<file path="src/logic/flow_pkg.sv">
// Constants and types shared by the call, return and reset logic.
package flow_pkg;
   // ==========================================================
   // Widths and stack depth
   localparam int PC_W = 21;
   localparam int INSTR_W = 16;
   localparam int OFFSET_W = 11;
   localparam int STACK_DEPTH = 31;

   // ==========================================================
   // Encodings
   localparam logic [4:0] CALL_REL_TOP = 5'h1B;
   localparam logic [15:0] SOFT_RESET_WORD = 16'h00FF;
   localparam logic [14:0] INT_RETURN_TOP = 15'h0008;
   localparam logic [7:0] LIT_RETURN_TOP = 8'h0C;
   localparam logic [PC_W-1:0] PC_STEP = 21'h000002;

   // ==========================================================
   // Quarter cycles
   localparam logic [1:0] Q2 = 2'h1;
   localparam logic [1:0] Q4 = 2'h3;

   // ==========================================================
   // Register byte offsets
   localparam logic [5:0] OFS_INSTR = 6'h00;
   localparam logic [5:0] OFS_PC = 6'h04;
   localparam logic [5:0] OFS_WORK = 6'h08;
   localparam logic [5:0] OFS_FLAGS = 6'h0C;
   localparam logic [5:0] OFS_BANK = 6'h10;
   localparam logic [5:0] OFS_WORK_SH = 6'h14;
   localparam logic [5:0] OFS_FLAGS_SH = 6'h18;
   localparam logic [5:0] OFS_BANK_SH = 6'h1C;
   localparam logic [5:0] OFS_INT_CTRL = 6'h20;
   localparam logic [5:0] OFS_STACK_TOP = 6'h24;
   localparam logic [5:0] OFS_STATE = 6'h28;
   localparam logic [5:0] OFS_PC_LATCH = 6'h2C;

   // ==========================================================
   // Field positions
   localparam int INT_HIGH_BIT = 0;
   localparam int INT_LOW_BIT = 1;
   localparam int INT_PRIO_BIT = 2;
   localparam int ST_BUSY_BIT = 0;
   localparam int ST_KIND_LSB = 4;

   // ==========================================================
   // Reset values
   localparam logic [PC_W-1:0] PC_RST = 21'h000000;
   localparam logic [7:0] BYTE_RST = 8'h00;
   localparam logic [2:0] INT_RST = 3'h0;

   typedef enum logic [2:0] {
      K_NONE, K_CALL_REL, K_SOFT_RESET, K_INT_RETURN, K_LIT_RETURN
   } kind_type;

   function automatic kind_type decode_kind(input logic [15:0] word);
      kind_type k;
      k = K_NONE;
      if (word[15:11] == CALL_REL_TOP) begin
         k = K_CALL_REL;
      end else if (word == SOFT_RESET_WORD) begin
         k = K_SOFT_RESET;
      end else if (word[15:1] == INT_RETURN_TOP) begin
         k = K_INT_RETURN;
      end else if (word[15:8] == LIT_RETURN_TOP) begin
         k = K_LIT_RETURN;
      end
      return k;
   endfunction

   function automatic logic two_cycles(input kind_type k);
      return (k == K_CALL_REL) || (k == K_INT_RETURN) ||
         (k == K_LIT_RETURN);
   endfunction
endpackage

</file>
<file path="src/logic/core_link_if.sv">
// Links between the executer, its return stack and its quarter sequencer.
`timescale 1ns/1ps
`default_nettype none
interface core_link_if;
   import flow_pkg::*;
   logic push;
   logic pop;
   logic clear;
   logic [PC_W-1:0] push_data;
   logic [PC_W-1:0] top;
   logic start;
   logic two_cyc;
   logic busy;
   logic done;
   logic [1:0] quarter;
   logic second;

   modport exec (output push, pop, clear, push_data, start, two_cyc,
      input top, busy, done, quarter, second);
   modport stack (input push, pop, clear, push_data, output top);
   modport seq (input start, two_cyc, clear, output busy, done, quarter,
      second);
endinterface
`default_nettype wire

</file>
<file path="src/logic/return_stack.sv">
// Hardware return stack with a registered top entry.
`timescale 1ns/1ps
`default_nettype none
module return_stack
   import flow_pkg::*;
#(
   parameter int DEPTH = STACK_DEPTH
) (
   input wire logic clk,
   input wire logic rst_b,
   core_link_if.stack lnk
);
   localparam int PW = $clog2(DEPTH + 1);
   localparam logic [PW-1:0] ONE = PW'(1);

   logic [PC_W-1:0] mem [DEPTH];
   logic [PW-1:0] ptr_q;
   logic [PC_W-1:0] top_q;

   assign lnk.top = top_q;

   // ==========================================================
   // Entries below the top
   always_ff @(posedge clk) begin
      if (lnk.push && ptr_q < PW'(DEPTH)) begin
         mem[ptr_q] <= top_q;
      end
   end

   // ==========================================================
   // Pointer and top
   always_ff @(posedge clk or negedge rst_b) begin
      if (!rst_b) begin
         ptr_q <= '0;
         top_q <= PC_RST;
      end else if (lnk.clear) begin
         ptr_q <= '0;
         top_q <= PC_RST;
      end else if (lnk.push) begin
         // Old top moves one level down, or is dropped once all DEPTH entries below are full
         if (ptr_q < PW'(DEPTH)) begin
            ptr_q <= ptr_q + ONE;
         end
         top_q <= lnk.push_data;
      end else if (lnk.pop) begin
         // Previous entry becomes top, or PC_RST when no entry is left below
         if (ptr_q != '0) begin
            ptr_q <= ptr_q - ONE;
            top_q <= mem[ptr_q - ONE];
         end else begin
            top_q <= PC_RST;
         end
      end
   end
endmodule
`default_nettype wire

</file>
<file path="src/logic/quarter_seq.sv">
// Four-quarter instruction cycle sequencer, one or two cycles long.
`timescale 1ns/1ps
`default_nettype none
module quarter_seq
   import flow_pkg::*;
(
   input wire logic clk,
   input wire logic rst_b,
   core_link_if.seq lnk
);
   logic busy_q;
   logic [1:0] q_q;
   logic second_q;
   logic long_q;

   assign lnk.busy = busy_q;
   assign lnk.quarter = q_q;
   assign lnk.second = second_q;
   assign lnk.done = busy_q && q_q == Q4 && (second_q || !long_q);

   always_ff @(posedge clk or negedge rst_b) begin
      if (!rst_b) begin
         busy_q <= 1'b0;
         q_q <= 2'h0;
         second_q <= 1'b0;
         long_q <= 1'b0;
      end else if (lnk.start && !busy_q) begin
         busy_q <= 1'b1;
         q_q <= 2'h0;
         second_q <= 1'b0;
         long_q <= lnk.two_cyc;
      end else if (busy_q) begin
         q_q <= q_q + 2'h1;
         if (lnk.done) begin
            busy_q <= 1'b0;
         end else if (q_q == Q4) begin
            second_q <= 1'b1;
         end
      end
   end
endmodule
`default_nettype wire

</file>
<file path="src/logic/call_return_reset_ops.sv">
// Executer for relative call, soft reset and the two return instructions.
`timescale 1ns/1ps
`default_nettype none
module call_return_reset_ops
   import flow_pkg::*;
#(
   parameter int DEPTH = STACK_DEPTH
) (
   input wire logic clk,
   input wire logic rst_b,
   input wire logic [5:0] avs_address,
   input wire logic avs_read,
   input wire logic avs_write,
   input wire logic [31:0] avs_writedata,
   output logic [31:0] avs_readdata,
   output logic avs_waitrequest,
   output logic [PC_W-1:0] pc_out,
   output logic fetch_flush,
   output logic soft_reset
);
   core_link_if lnk ();

   logic [PC_W-1:0] pc_q;
   logic [7:0] work_q;
   logic [7:0] flags_q;
   logic [7:0] bank_q;
   logic [7:0] work_sh_q;
   logic [7:0] flags_sh_q;
   logic [7:0] bank_sh_q;
   logic [2:0] int_q;
   logic [15:0] pc_latch_q;
   logic [15:0] instr_q;
   kind_type kind_q;
   logic [31:0] readdata_q;
   logic rd_ack_q;
   logic flush_q;
   logic soft_reset_q;

   logic is_instr;
   logic wr_go;
   logic cmd_go;
   logic q2_first;
   logic q4_first;
   logic do_reset;
   logic [PC_W-1:0] ret_addr;
   logic [PC_W-1:0] rel_step;
   logic shadow_sel;
   logic wr_pc;
   logic wr_work;
   logic wr_flags;
   logic wr_bank;
   logic wr_work_sh;
   logic wr_flags_sh;
   logic wr_bank_sh;
   logic wr_int;
   logic wr_latch;

   return_stack #(.DEPTH(DEPTH)) u_stack (
      .clk(clk),
      .rst_b(rst_b),
      .lnk(lnk)
   );

   quarter_seq u_seq (
      .clk(clk),
      .rst_b(rst_b),
      .lnk(lnk)
   );

   // ==========================================================
   // Register decode
   // One compare for every register keeps the offsets in one place
   function automatic logic reg_hit(input logic [5:0] addr,
      input logic [5:0] ofs);
      return addr[5:2] == ofs[5:2];
   endfunction

   // Stack top and state are read only: writes there are dropped
   assign wr_pc = wr_go && reg_hit(avs_address, OFS_PC);
   assign wr_work = wr_go && reg_hit(avs_address, OFS_WORK);
   assign wr_flags = wr_go && reg_hit(avs_address, OFS_FLAGS);
   assign wr_bank = wr_go && reg_hit(avs_address, OFS_BANK);
   assign wr_work_sh = wr_go && reg_hit(avs_address, OFS_WORK_SH);
   assign wr_flags_sh = wr_go && reg_hit(avs_address, OFS_FLAGS_SH);
   assign wr_bank_sh = wr_go && reg_hit(avs_address, OFS_BANK_SH);
   assign wr_int = wr_go && reg_hit(avs_address, OFS_INT_CTRL);
   assign wr_latch = wr_go && reg_hit(avs_address, OFS_PC_LATCH);

   // ==========================================================
   // Bus slave
   assign is_instr = reg_hit(avs_address, OFS_INSTR);
   // Register writes wait while an instruction runs, to avoid racing it
   assign wr_go = avs_write && !lnk.busy && !is_instr;
   assign cmd_go = avs_write && is_instr && !lnk.busy;
   assign avs_waitrequest = (avs_read && !rd_ack_q) ||
      (avs_write && is_instr && !(lnk.busy && lnk.done)) ||
      (avs_write && !is_instr && lnk.busy);
   assign avs_readdata = readdata_q;

   // Data latched on the request edge, so every read costs one wait
   always_ff @(posedge clk or negedge rst_b) begin
      if (!rst_b) begin
         rd_ack_q <= 1'b0;
         readdata_q <= 32'h00000000;
      end else begin
         rd_ack_q <= avs_read && !rd_ack_q;
         if (avs_read && !rd_ack_q) begin
            unique case (avs_address[5:2])
               OFS_INSTR[5:2]: readdata_q <= {16'h0000, instr_q};
               OFS_PC[5:2]: readdata_q <= {11'h000, pc_q};
               OFS_WORK[5:2]: readdata_q <= {24'h000000, work_q};
               OFS_FLAGS[5:2]: readdata_q <= {24'h000000, flags_q};
               OFS_BANK[5:2]: readdata_q <= {24'h000000, bank_q};
               OFS_WORK_SH[5:2]: readdata_q <= {24'h000000, work_sh_q};
               OFS_FLAGS_SH[5:2]: readdata_q <= {24'h000000, flags_sh_q};
               OFS_BANK_SH[5:2]: readdata_q <= {24'h000000, bank_sh_q};
               OFS_INT_CTRL[5:2]: readdata_q <= {29'h00000000, int_q};
               OFS_STACK_TOP[5:2]: readdata_q <= {11'h000, lnk.top};
               OFS_STATE[5:2]: readdata_q <= {25'h0000000, kind_q,
                  3'h0, lnk.busy};
               OFS_PC_LATCH[5:2]: readdata_q <= {16'h0000, pc_latch_q};
               default: readdata_q <= 32'h00000000;
            endcase
         end
      end
   end

   // ==========================================================
   // Instruction start
   assign lnk.start = cmd_go;
   assign lnk.two_cyc = two_cycles(decode_kind(avs_writedata[15:0]));
   assign q2_first = lnk.busy && !lnk.second && lnk.quarter == Q2;
   assign q4_first = lnk.busy && !lnk.second && lnk.quarter == Q4;
   // Soft reset takes effect at the end of its single cycle
   assign do_reset = q4_first && kind_q == K_SOFT_RESET;

   always_ff @(posedge clk or negedge rst_b) begin
      if (!rst_b) begin
         instr_q <= 16'h0000;
         kind_q <= K_NONE;
      end else if (cmd_go) begin
         instr_q <= avs_writedata[15:0];
         kind_q <= decode_kind(avs_writedata[15:0]);
      end
   end

   // ==========================================================
   // Stack traffic
   assign ret_addr = pc_q + PC_STEP;
   // Offset doubled and sign extended to the PC width
   assign rel_step = {{(PC_W-OFFSET_W-1){instr_q[OFFSET_W-1]}},
      instr_q[OFFSET_W-1:0], 1'b0};
   assign lnk.push = q2_first && kind_q == K_CALL_REL;
   assign lnk.push_data = ret_addr;
   assign lnk.pop = q4_first && (kind_q == K_INT_RETURN ||
      kind_q == K_LIT_RETURN);
   assign lnk.clear = do_reset;

   // ==========================================================
   // Program counter
   always_ff @(posedge clk or negedge rst_b) begin
      if (!rst_b) begin
         pc_q <= PC_RST;
      end else if (do_reset) begin
         pc_q <= PC_RST;
      end else if (wr_pc) begin
         pc_q <= avs_writedata[PC_W-1:0];
      end else if (q4_first) begin
         unique case (kind_q)
            K_CALL_REL: pc_q <= ret_addr + rel_step;
            K_INT_RETURN: pc_q <= lnk.top;
            K_LIT_RETURN: pc_q <= lnk.top;
            default: pc_q <= ret_addr;
         endcase
      end
   end
   assign pc_out = pc_q;

   // ==========================================================
   // Work, flags and bank registers
   assign shadow_sel = instr_q[0];

   always_ff @(posedge clk or negedge rst_b) begin
      if (!rst_b) begin
         work_q <= BYTE_RST;
      end else if (do_reset) begin
         work_q <= BYTE_RST;
      end else if (wr_work) begin
         work_q <= avs_writedata[7:0];
      end else if (q4_first && kind_q == K_LIT_RETURN) begin
         work_q <= instr_q[7:0];
      end else if (q4_first && kind_q == K_INT_RETURN && shadow_sel) begin
         work_q <= work_sh_q;
      end
   end

   // Calls and literal returns leave the flags alone
   always_ff @(posedge clk or negedge rst_b) begin
      if (!rst_b) begin
         flags_q <= BYTE_RST;
         bank_q <= BYTE_RST;
      end else if (do_reset) begin
         flags_q <= BYTE_RST;
         bank_q <= BYTE_RST;
      end else if (wr_go) begin
         if (wr_flags) begin
            flags_q <= avs_writedata[7:0];
         end
         if (wr_bank) begin
            bank_q <= avs_writedata[7:0];
         end
      end else if (q4_first && kind_q == K_INT_RETURN && shadow_sel) begin
         flags_q <= flags_sh_q;
         bank_q <= bank_sh_q;
      end
   end

   always_ff @(posedge clk or negedge rst_b) begin
      if (!rst_b) begin
         work_sh_q <= BYTE_RST;
         flags_sh_q <= BYTE_RST;
         bank_sh_q <= BYTE_RST;
      end else if (do_reset) begin
         work_sh_q <= BYTE_RST;
         flags_sh_q <= BYTE_RST;
         bank_sh_q <= BYTE_RST;
      end else if (wr_go) begin
         if (wr_work_sh) begin
            work_sh_q <= avs_writedata[7:0];
         end
         if (wr_flags_sh) begin
            flags_sh_q <= avs_writedata[7:0];
         end
         if (wr_bank_sh) begin
            bank_sh_q <= avs_writedata[7:0];
         end
      end
   end

   // ==========================================================
   // PC latches: only software and reset touch them
   always_ff @(posedge clk or negedge rst_b) begin
      if (!rst_b) begin
         pc_latch_q <= 16'h0000;
      end else if (do_reset) begin
         pc_latch_q <= 16'h0000;
      end else if (wr_latch) begin
         pc_latch_q <= avs_writedata[15:0];
      end
   end

   // ==========================================================
   // Interrupt enables
   // In priority mode a set high enable means a low-level handler returns
   always_ff @(posedge clk or negedge rst_b) begin
      if (!rst_b) begin
         int_q <= INT_RST;
      end else if (do_reset) begin
         int_q <= INT_RST;
      end else if (wr_int) begin
         int_q <= avs_writedata[2:0];
      end else if (q4_first && kind_q == K_INT_RETURN) begin
         if (int_q[INT_PRIO_BIT] && int_q[INT_HIGH_BIT]) begin
            int_q[INT_LOW_BIT] <= 1'b1;
         end else begin
            int_q[INT_HIGH_BIT] <= 1'b1;
         end
      end
   end

   // ==========================================================
   // Pipeline flush and reset pulse
   always_ff @(posedge clk or negedge rst_b) begin
      if (!rst_b) begin
         flush_q <= 1'b0;
         soft_reset_q <= 1'b0;
      end else begin
         // Second cycle is idle while the new fetch lands
         flush_q <= q4_first && two_cycles(kind_q);
         soft_reset_q <= do_reset;
      end
   end
   assign fetch_flush = flush_q;
   assign soft_reset = soft_reset_q;
endmodule
`default_nettype wire

</file>
<file path="config.mk">
export PLATFORM = sky130hd
export DESIGN_NAME = call_return_reset_ops
export DESIGN_NICKNAME = d
export VERILOG_FILES = /design/src/logic/flow_pkg.sv /design/src/logic/core_link_if.sv /design/src/logic/return_stack.sv /design/src/logic/quarter_seq.sv /design/src/logic/call_return_reset_ops.sv
export SDC_FILE = /design/constraint.sdc
export NUM_CORES = 1
export LEC_CHECK = 0
export BUFFER_PORTS_ARGS = -buffer_cell sky130_fd_sc_hd__buf_2
export CAP_MARGIN = 20
export CORE_ASPECT_RATIO = 0.7
export CORE_MARGIN = 4
export CORE_UTILIZATION = 30
export CTS_CLUSTER_SIZE = 12
export DETAILED_ROUTE_END_ITERATION = 12
export GPL_TIMING_DRIVEN = 0
export HOLD_SLACK_MARGIN = 0.15
export PLACE_DENSITY_LB_ADDON = 0.12
export REMOVE_ABC_BUFFERS = 1
export SLEW_MARGIN = 20
export SYNTH_ARGS = -nofsm -noshare
export SYNTH_HDL_FRONTEND = slang
export SYNTH_SLANG_ARGS = --single-unit
</file>
<file path="constraint.sdc">
create_clock -name clk -period 5.75 [get_ports clk]
set_input_delay 0 -clock clk [delete_from_list [all_inputs] [get_ports clk]]
set_output_delay 0 -clock clk [all_outputs]
set_load 0.005 [all_outputs]
</file>
After elaboration in Yosys (flattened, before gate mapping):

Memories as Yosys holds them, arrays and structs flattened.
Index checks and enable logic that the tools add are counted.

* bits in writable memories: 651
* logic and storage cells: 191
* memories kept: 1
* register bits: 173
* input bits: 42
* output and inout port bits: 56

Memories
* u_stack.mem: depth 31, width 21, read ports 1, clocked after memory_dff 0, wr ports 1, line return_stack.sv:16 `logic [PC_W-1:0] mem [DEPTH];`

* add/subtract/negate cells: 5
* multiplexer cells: 58
* reduce and logical (&&, ||, !) cells: 74
* eq/ne operators: 29
* $lt $le $gt $ge: 1

Operators by type and width (number)
* 21-bit one-hot mux with 12 select lines: 1
* 8-bit 2-to-1 mux: 21
* 21-bit 2-to-1 mux: 7
* 21-bit one-hot mux with 2 select lines: 1
* 1-bit logical AND: 33
* 16-bit 2-to-1 mux: 2
* 5-bit 2-to-1 mux: 5
* 21-bit by 2-bit adder with 21-bit output (second input constant): 1
* 21-bit adder: 1
* 3-bit nonzero test: 6
* 16-bit by 8-bit == test with 1-bit output (second input constant): 1
* 4-bit by 3-bit == test with 1-bit output (second input constant): 4
* 4-bit == test (second input constant): 4
* 2-bit nonzero test: 8
* 15-bit by 4-bit == test with 1-bit output (second input constant): 1
* 3-bit 2-to-1 mux: 5
* 2-bit AND reduction: 7
* 1-bit 2-to-1 mux: 12
* 3-bit by 2-bit == test with 1-bit output (second input constant): 3
* 4-bit by 2-bit == test with 1-bit output (second input constant): 2
* 8-bit by 4-bit == test with 1-bit output (second input constant): 1
* 1-bit logical OR: 8
* 2-bit 2-to-1 mux: 4
* 3-bit by 1-bit == test with 1-bit output (second input constant): 2
* other kinds (18): 27

Longest topological paths before layout:

* depth in word-level cells: 9
* mapped depth: 18
* depth with buffers taken out: 14

Hierarchy:

Synthesis repeated with hierarchy kept, for this count alone.

* cells, all modules: 2286
* area, all modules: 34787.1 um^2

Modules (own cells, without submodules)
* return_stack: cells an instance 1330, area each 26256.4 um^2, sequential area each 20199.4 um^2, times used 1
* call_return_reset_ops: cells an instance 938, area each 8309.2 um^2, sequential area each 3278.1 um^2, times used 1
* quarter_seq: cells an instance 18, area each 221.5 um^2, sequential area each 125.1 um^2, times used 1

Worst setup path before layout:

No wires, ideal clock.

* path kind: reg-to-reg
* start: register u_stack.ptr_q[0]
* end: memory u_stack.mem[8][0], enable pin
* path buffers: 6
* clock period less this slack: 4.482 ns
* arrival time: 4.029 ns
* stages on the path, launching flop included: 11
* setup time: 0.453 ns
* slack: 1.268 ns
* required time: 5.297 ns
* cell sequence: dfrtp_1 > buf_6 > buf_2 > buf_2 > inv_1 > clkbuf_1 > buf_2 > ha_1 > buf_2 > nand2_1 > nor4_1

* longest elaborated chain between the ends: 4

RTL lines
* from (decl): line return_stack.sv:17 `logic [PW-1:0] ptr_q;`
* from (signal assigned): line return_stack.sv:42 `ptr_q <= ptr_q + ONE;`
* from (signal assigned): line return_stack.sv:48 `ptr_q <= ptr_q - ONE;`
* 5-bit < comparator: line return_stack.sv:25 `if (lnk.push && ptr_q < PW'(DEPTH)) begin`
* 1-bit logical AND: line return_stack.sv:25
* 1-bit 2-to-1 mux: line return_stack.sv:25
* 1-bit 2-to-1 mux (not written as such): line return_stack.sv:26 `mem[ptr_q] <= top_q;`
* to (decl): line return_stack.sv:16

Parallel ways exist; a longest one is shown, timed or not.

Final worst setup path:

* start: register u_stack.ptr_q[0]
* end: register u_stack.top_q[16] (netlist: u_stack.lnk.top[16])

* longest elaborated chain between the ends: 6
* elaborated cells on any way between the ends: 7
* those cells by class: 1 x add/sub; 4 x mux; 1 x reduce/logical; 1 x memory

RTL lines
* 5-bit by 1-bit subtractor with 5-bit output: line return_stack.sv:49 `top_q <= mem[ptr_q - ONE];`
* memory 31 x 21 bit
* 21-bit 2-to-1 mux (*): line return_stack.sv:47 `if (ptr_q != '0) begin`
* 21-bit 2-to-1 mux (*): line return_stack.sv:45 `end else if (lnk.pop) begin`
* 21-bit 2-to-1 mux (*): line return_stack.sv:39 `end else if (lnk.push) begin`
* 21-bit 2-to-1 mux (*): line return_stack.sv:36 `end else if (lnk.clear) begin`
* to (signal assigned): line return_stack.sv:44 `top_q <= lnk.push_data;`
* to (signal assigned): line return_stack.sv:49
* to (decl): line return_stack.sv:18 `logic [PC_W-1:0] top_q;`

Mark *: on every way between the ends. The rest lies on a longest branch, timed or not. The select of a mux whose other input is x is not followed.
A chain may end at the register's enable or synchronous reset.

==> flow_summary.toml <==
[die]
die_h_um = 295
die_x_um = 418
die_area_um2 = 123000
core_area_um2 = 116000
rows = 104
start_util_pct = 30.4
boundaryPins = 98

[synth]
synth.top_cell.area_share_pct = 55.5
yosysUniqueCellTypes = 82
ys_top_cells_by_area = "edfxtp_1 (55%), dfrtp_1 (12%), mux4_2 (7.8%)"
yosysMostFrequentCell = "edfxtp_1"
synth-seq-cells = 813
synth_cells = 2436
ys_seq_area_share_pct = 67.0
syn_area_um2 = 35200
ys_top_cells_by_count = "edfxtp_1 (651), nand2_1 (301), dfrtp_1 (162)"
ys_warn_count = 0
avgSynthCellArea_um2 = 14.5
synth_top_area_cell = "edfxtp_1"
synth_edf_count = 651
synth_ff_type = "edfxtp_1"
async_flop_share_pct = 19.9

[route]
routedWlPerCell_um = 26.5
vias = 22300
top_layer = "met4"
met3_length_um = 7210
ant_nets = 0
drtIter0Drc = 2041
first_pass_iters = 7
drt-total-wl_um = 111000
post-route-drc-count = 0
wl_met1_um = 52800
route.met2.wl_um = 48900
viasPerCell = 5.31

[min_path]
holdCritPathClass = "in -> reg"

[worst_setup_path]
cp_data_arrival_time_ns = 5.14
critPathKind = "reg -> reg"
cp_max_fo = 37
critPathCaptureType = "flop"
required_ns = 6.24
crit_path_start_kind = "flop"

[cts]
post-cts-setup-buffers = 0
clockBufferDepth = 3
cts_tree = "yes"
h-tree-depth = 3
clock_latency_ns = 0.68
cts-buffers-inserted = 84
cts-root-buf = "clkbuf_16"
cts_sinks = 813
clk_pin_slew_ns = 0.06

[sta]
fin_crit_sh_pct = 80.9
maxSlewViolCount = 0
max_slew_margin_pct = 27.3
worst_pin_slew_ns = 1.09
setup_slack_ns = 1.10
fmax_mhz = 215
finalClockSkew_ns = 0.0345
final-setup-viol-count = 0
fin_tns_setup_ns = 0
rsz0062_at_grt = "false"
hold_violations = 0
period_minus_slack_ns = 4.65

[final_layout]
postLayoutCellArea_um2 = 41800
layout.nets = 2664
final_util_pct = 36.1
drive_gt1_share_pct = 20.3
syn2layout_area_growth_pct = 18.5

[global_routing]
track_usage_pct = 17.9
grt_pass1_wl_um = 162000
grt_max_degree = 85
antenna_found_initial = 4
first_global_vias = 22500
grt-ovfl-total = 0

[placement]
gp_congestion = 0.853
portBuffers = 73
dpl_worst_slack_ns = 1.02
place_area_um2 = 38800
hpwl_um = 76500

[run_status]
status = "completed"

[power_and_ir_drop]
powerDensity_nw_per_um2 = 539
peakVddDrop_uv = 314
cellLeakagePower_nw = 14.7

[job]
maxCapViolCount = 0
-- layout by cell type, fill, tap and decap left out, drive strengths merged, types with 26 or more instances in the layout --
| cell type | count |
|---|---|
| edfxtp | 651 |
| nand2 | 302 |
| buf | 195 |
| dfrtp | 162 |
| nor2 | 148 |
| a21oi | 128 |
| mux4 | 127 |
| clkbuf | 118 |
| o21ai | 111 |
| mux2i | 79 |
| nand3 | 61 |
| a31oi | 39 |
| a22o | 38 |
| dlygate4sd3 | 37 |
| ha | 28 |
| mux2 | 27 |
| nor3 | 26 |
-- final timing paths --
path / from / endpoint / slack (ns) / cells after the start
worst min register to register: avs_readdata[14]$_DFFE_PN0P_ / avs_readdata[14]$_DFFE_PN0P_ / 0.47 / 2
worst max register to register: u_stack.ptr_q[0]$_DFFE_PN0P_ / u_stack.lnk.top[16]$_DFFE_PN0P_ / 1.10 / 12
max in group asynchronous: rst_b / u_stack.lnk.top[8]$_DFFE_PN0P_ / 3.82 / 5
worst min-delay path: avs_writedata[18] / pc_out[18]$_DFFE_PN0P_ / 0.22 / 4
worst max-delay path: u_stack.ptr_q[0]$_DFFE_PN0P_ / u_stack.lnk.top[16]$_DFFE_PN0P_ / 1.10 / 12
min in group asynchronous: rst_b / u_stack.lnk.top[20]$_DFFE_PN0P_ / 0.53 / 3
-- registers in the layout (all words and copies together) (netlist names), 5 cells and up --
name / count
u_stack.mem: 651
avs_readdata: 21
pc_out: 21
u_stack.lnk.top: 21
instr_q: 16
pc_latch_q: 16
bank_q: 8
bank_sh_q: 8
flags_q: 8
flags_sh_q: 8
work_q: 8
work_sh_q: 8
u_stack.ptr_q: 5
-- layout make-up --
type	instances	area, µm²
Inverter	19	73.8
Fill cell	11100	74000
Clock inverter	27	253
Sequential cell	813	23600
Timing Repair Buffer	232	2510
Clock buffer	118	2320
Multi-Input combinational cell	1443	11000
Antenna cell	3	7.51
Tap cell	1537	1920
-- kinds of logic (layout without fill, tap and decap cells) --
logic type	Yosys count	count (layout)	synth area share [%]
adders and majority gates	29	29	1.05
buffers and inverters	190	396	2.60
DFF	813	813	67.0
other	1	14	0.0106
and+or+nand+nor	656	656	8.31
muxes	233	233	11.3
xor gates and xnor gates	38	38	1.02
AOI/OAI and AO/OA	476	476	8.75
-- metrics by stage --
stage	power [W]	hold WS, ns	instances
finish	0.0225	0.221	4192
global route	0.0238	0.191	4189
detailed placement	0.0175	-0.172	4007
global placement	0.0162	0.269	3885
CTS	0.0228	0.173	4188
floorplan	0.0136	-0.296	2275
-- power breakdown --
group / leakage, nW / switching, W / internal, W
Sequential: 7.92 / 0.00138 / 0.00747
Combinational: 5.53 / 0.00485 / 0.00360
Clock: 1.25 / 0.00231 / 0.00291
-- routing by layer --
layer | up-vias | GRT usage (%)
met3 | 144 | 3.76
met5 | - | 0
met2 | 703 | 27.1
met1 | 11700 | 26.4
li1 | 9722 | -
met4 | 0 | 4.25
-- repair_timing --
action / 4_1_cts / 5_1_grt
resized for setup: 0 / 0
hold endpoints to repair: 274 / 15
hold buffers: 36 / 1
-- critical path, stage by stage, from the launching register on --
cell and delay, ns:
dfrtp_4 0.73, buf_16 0.32, inv_2 0.50, ha_4 0.32, xor2_4 0.62, buf_16 0.24
buf_16 0.18, buf_16 0.19, mux4_2 0.32, mux2i_1 0.29, o22ai_1 0.18, a31oi_1 0.32
a31oi_1 0.12
No activity file was read; power rests on OpenSTA's default activity.
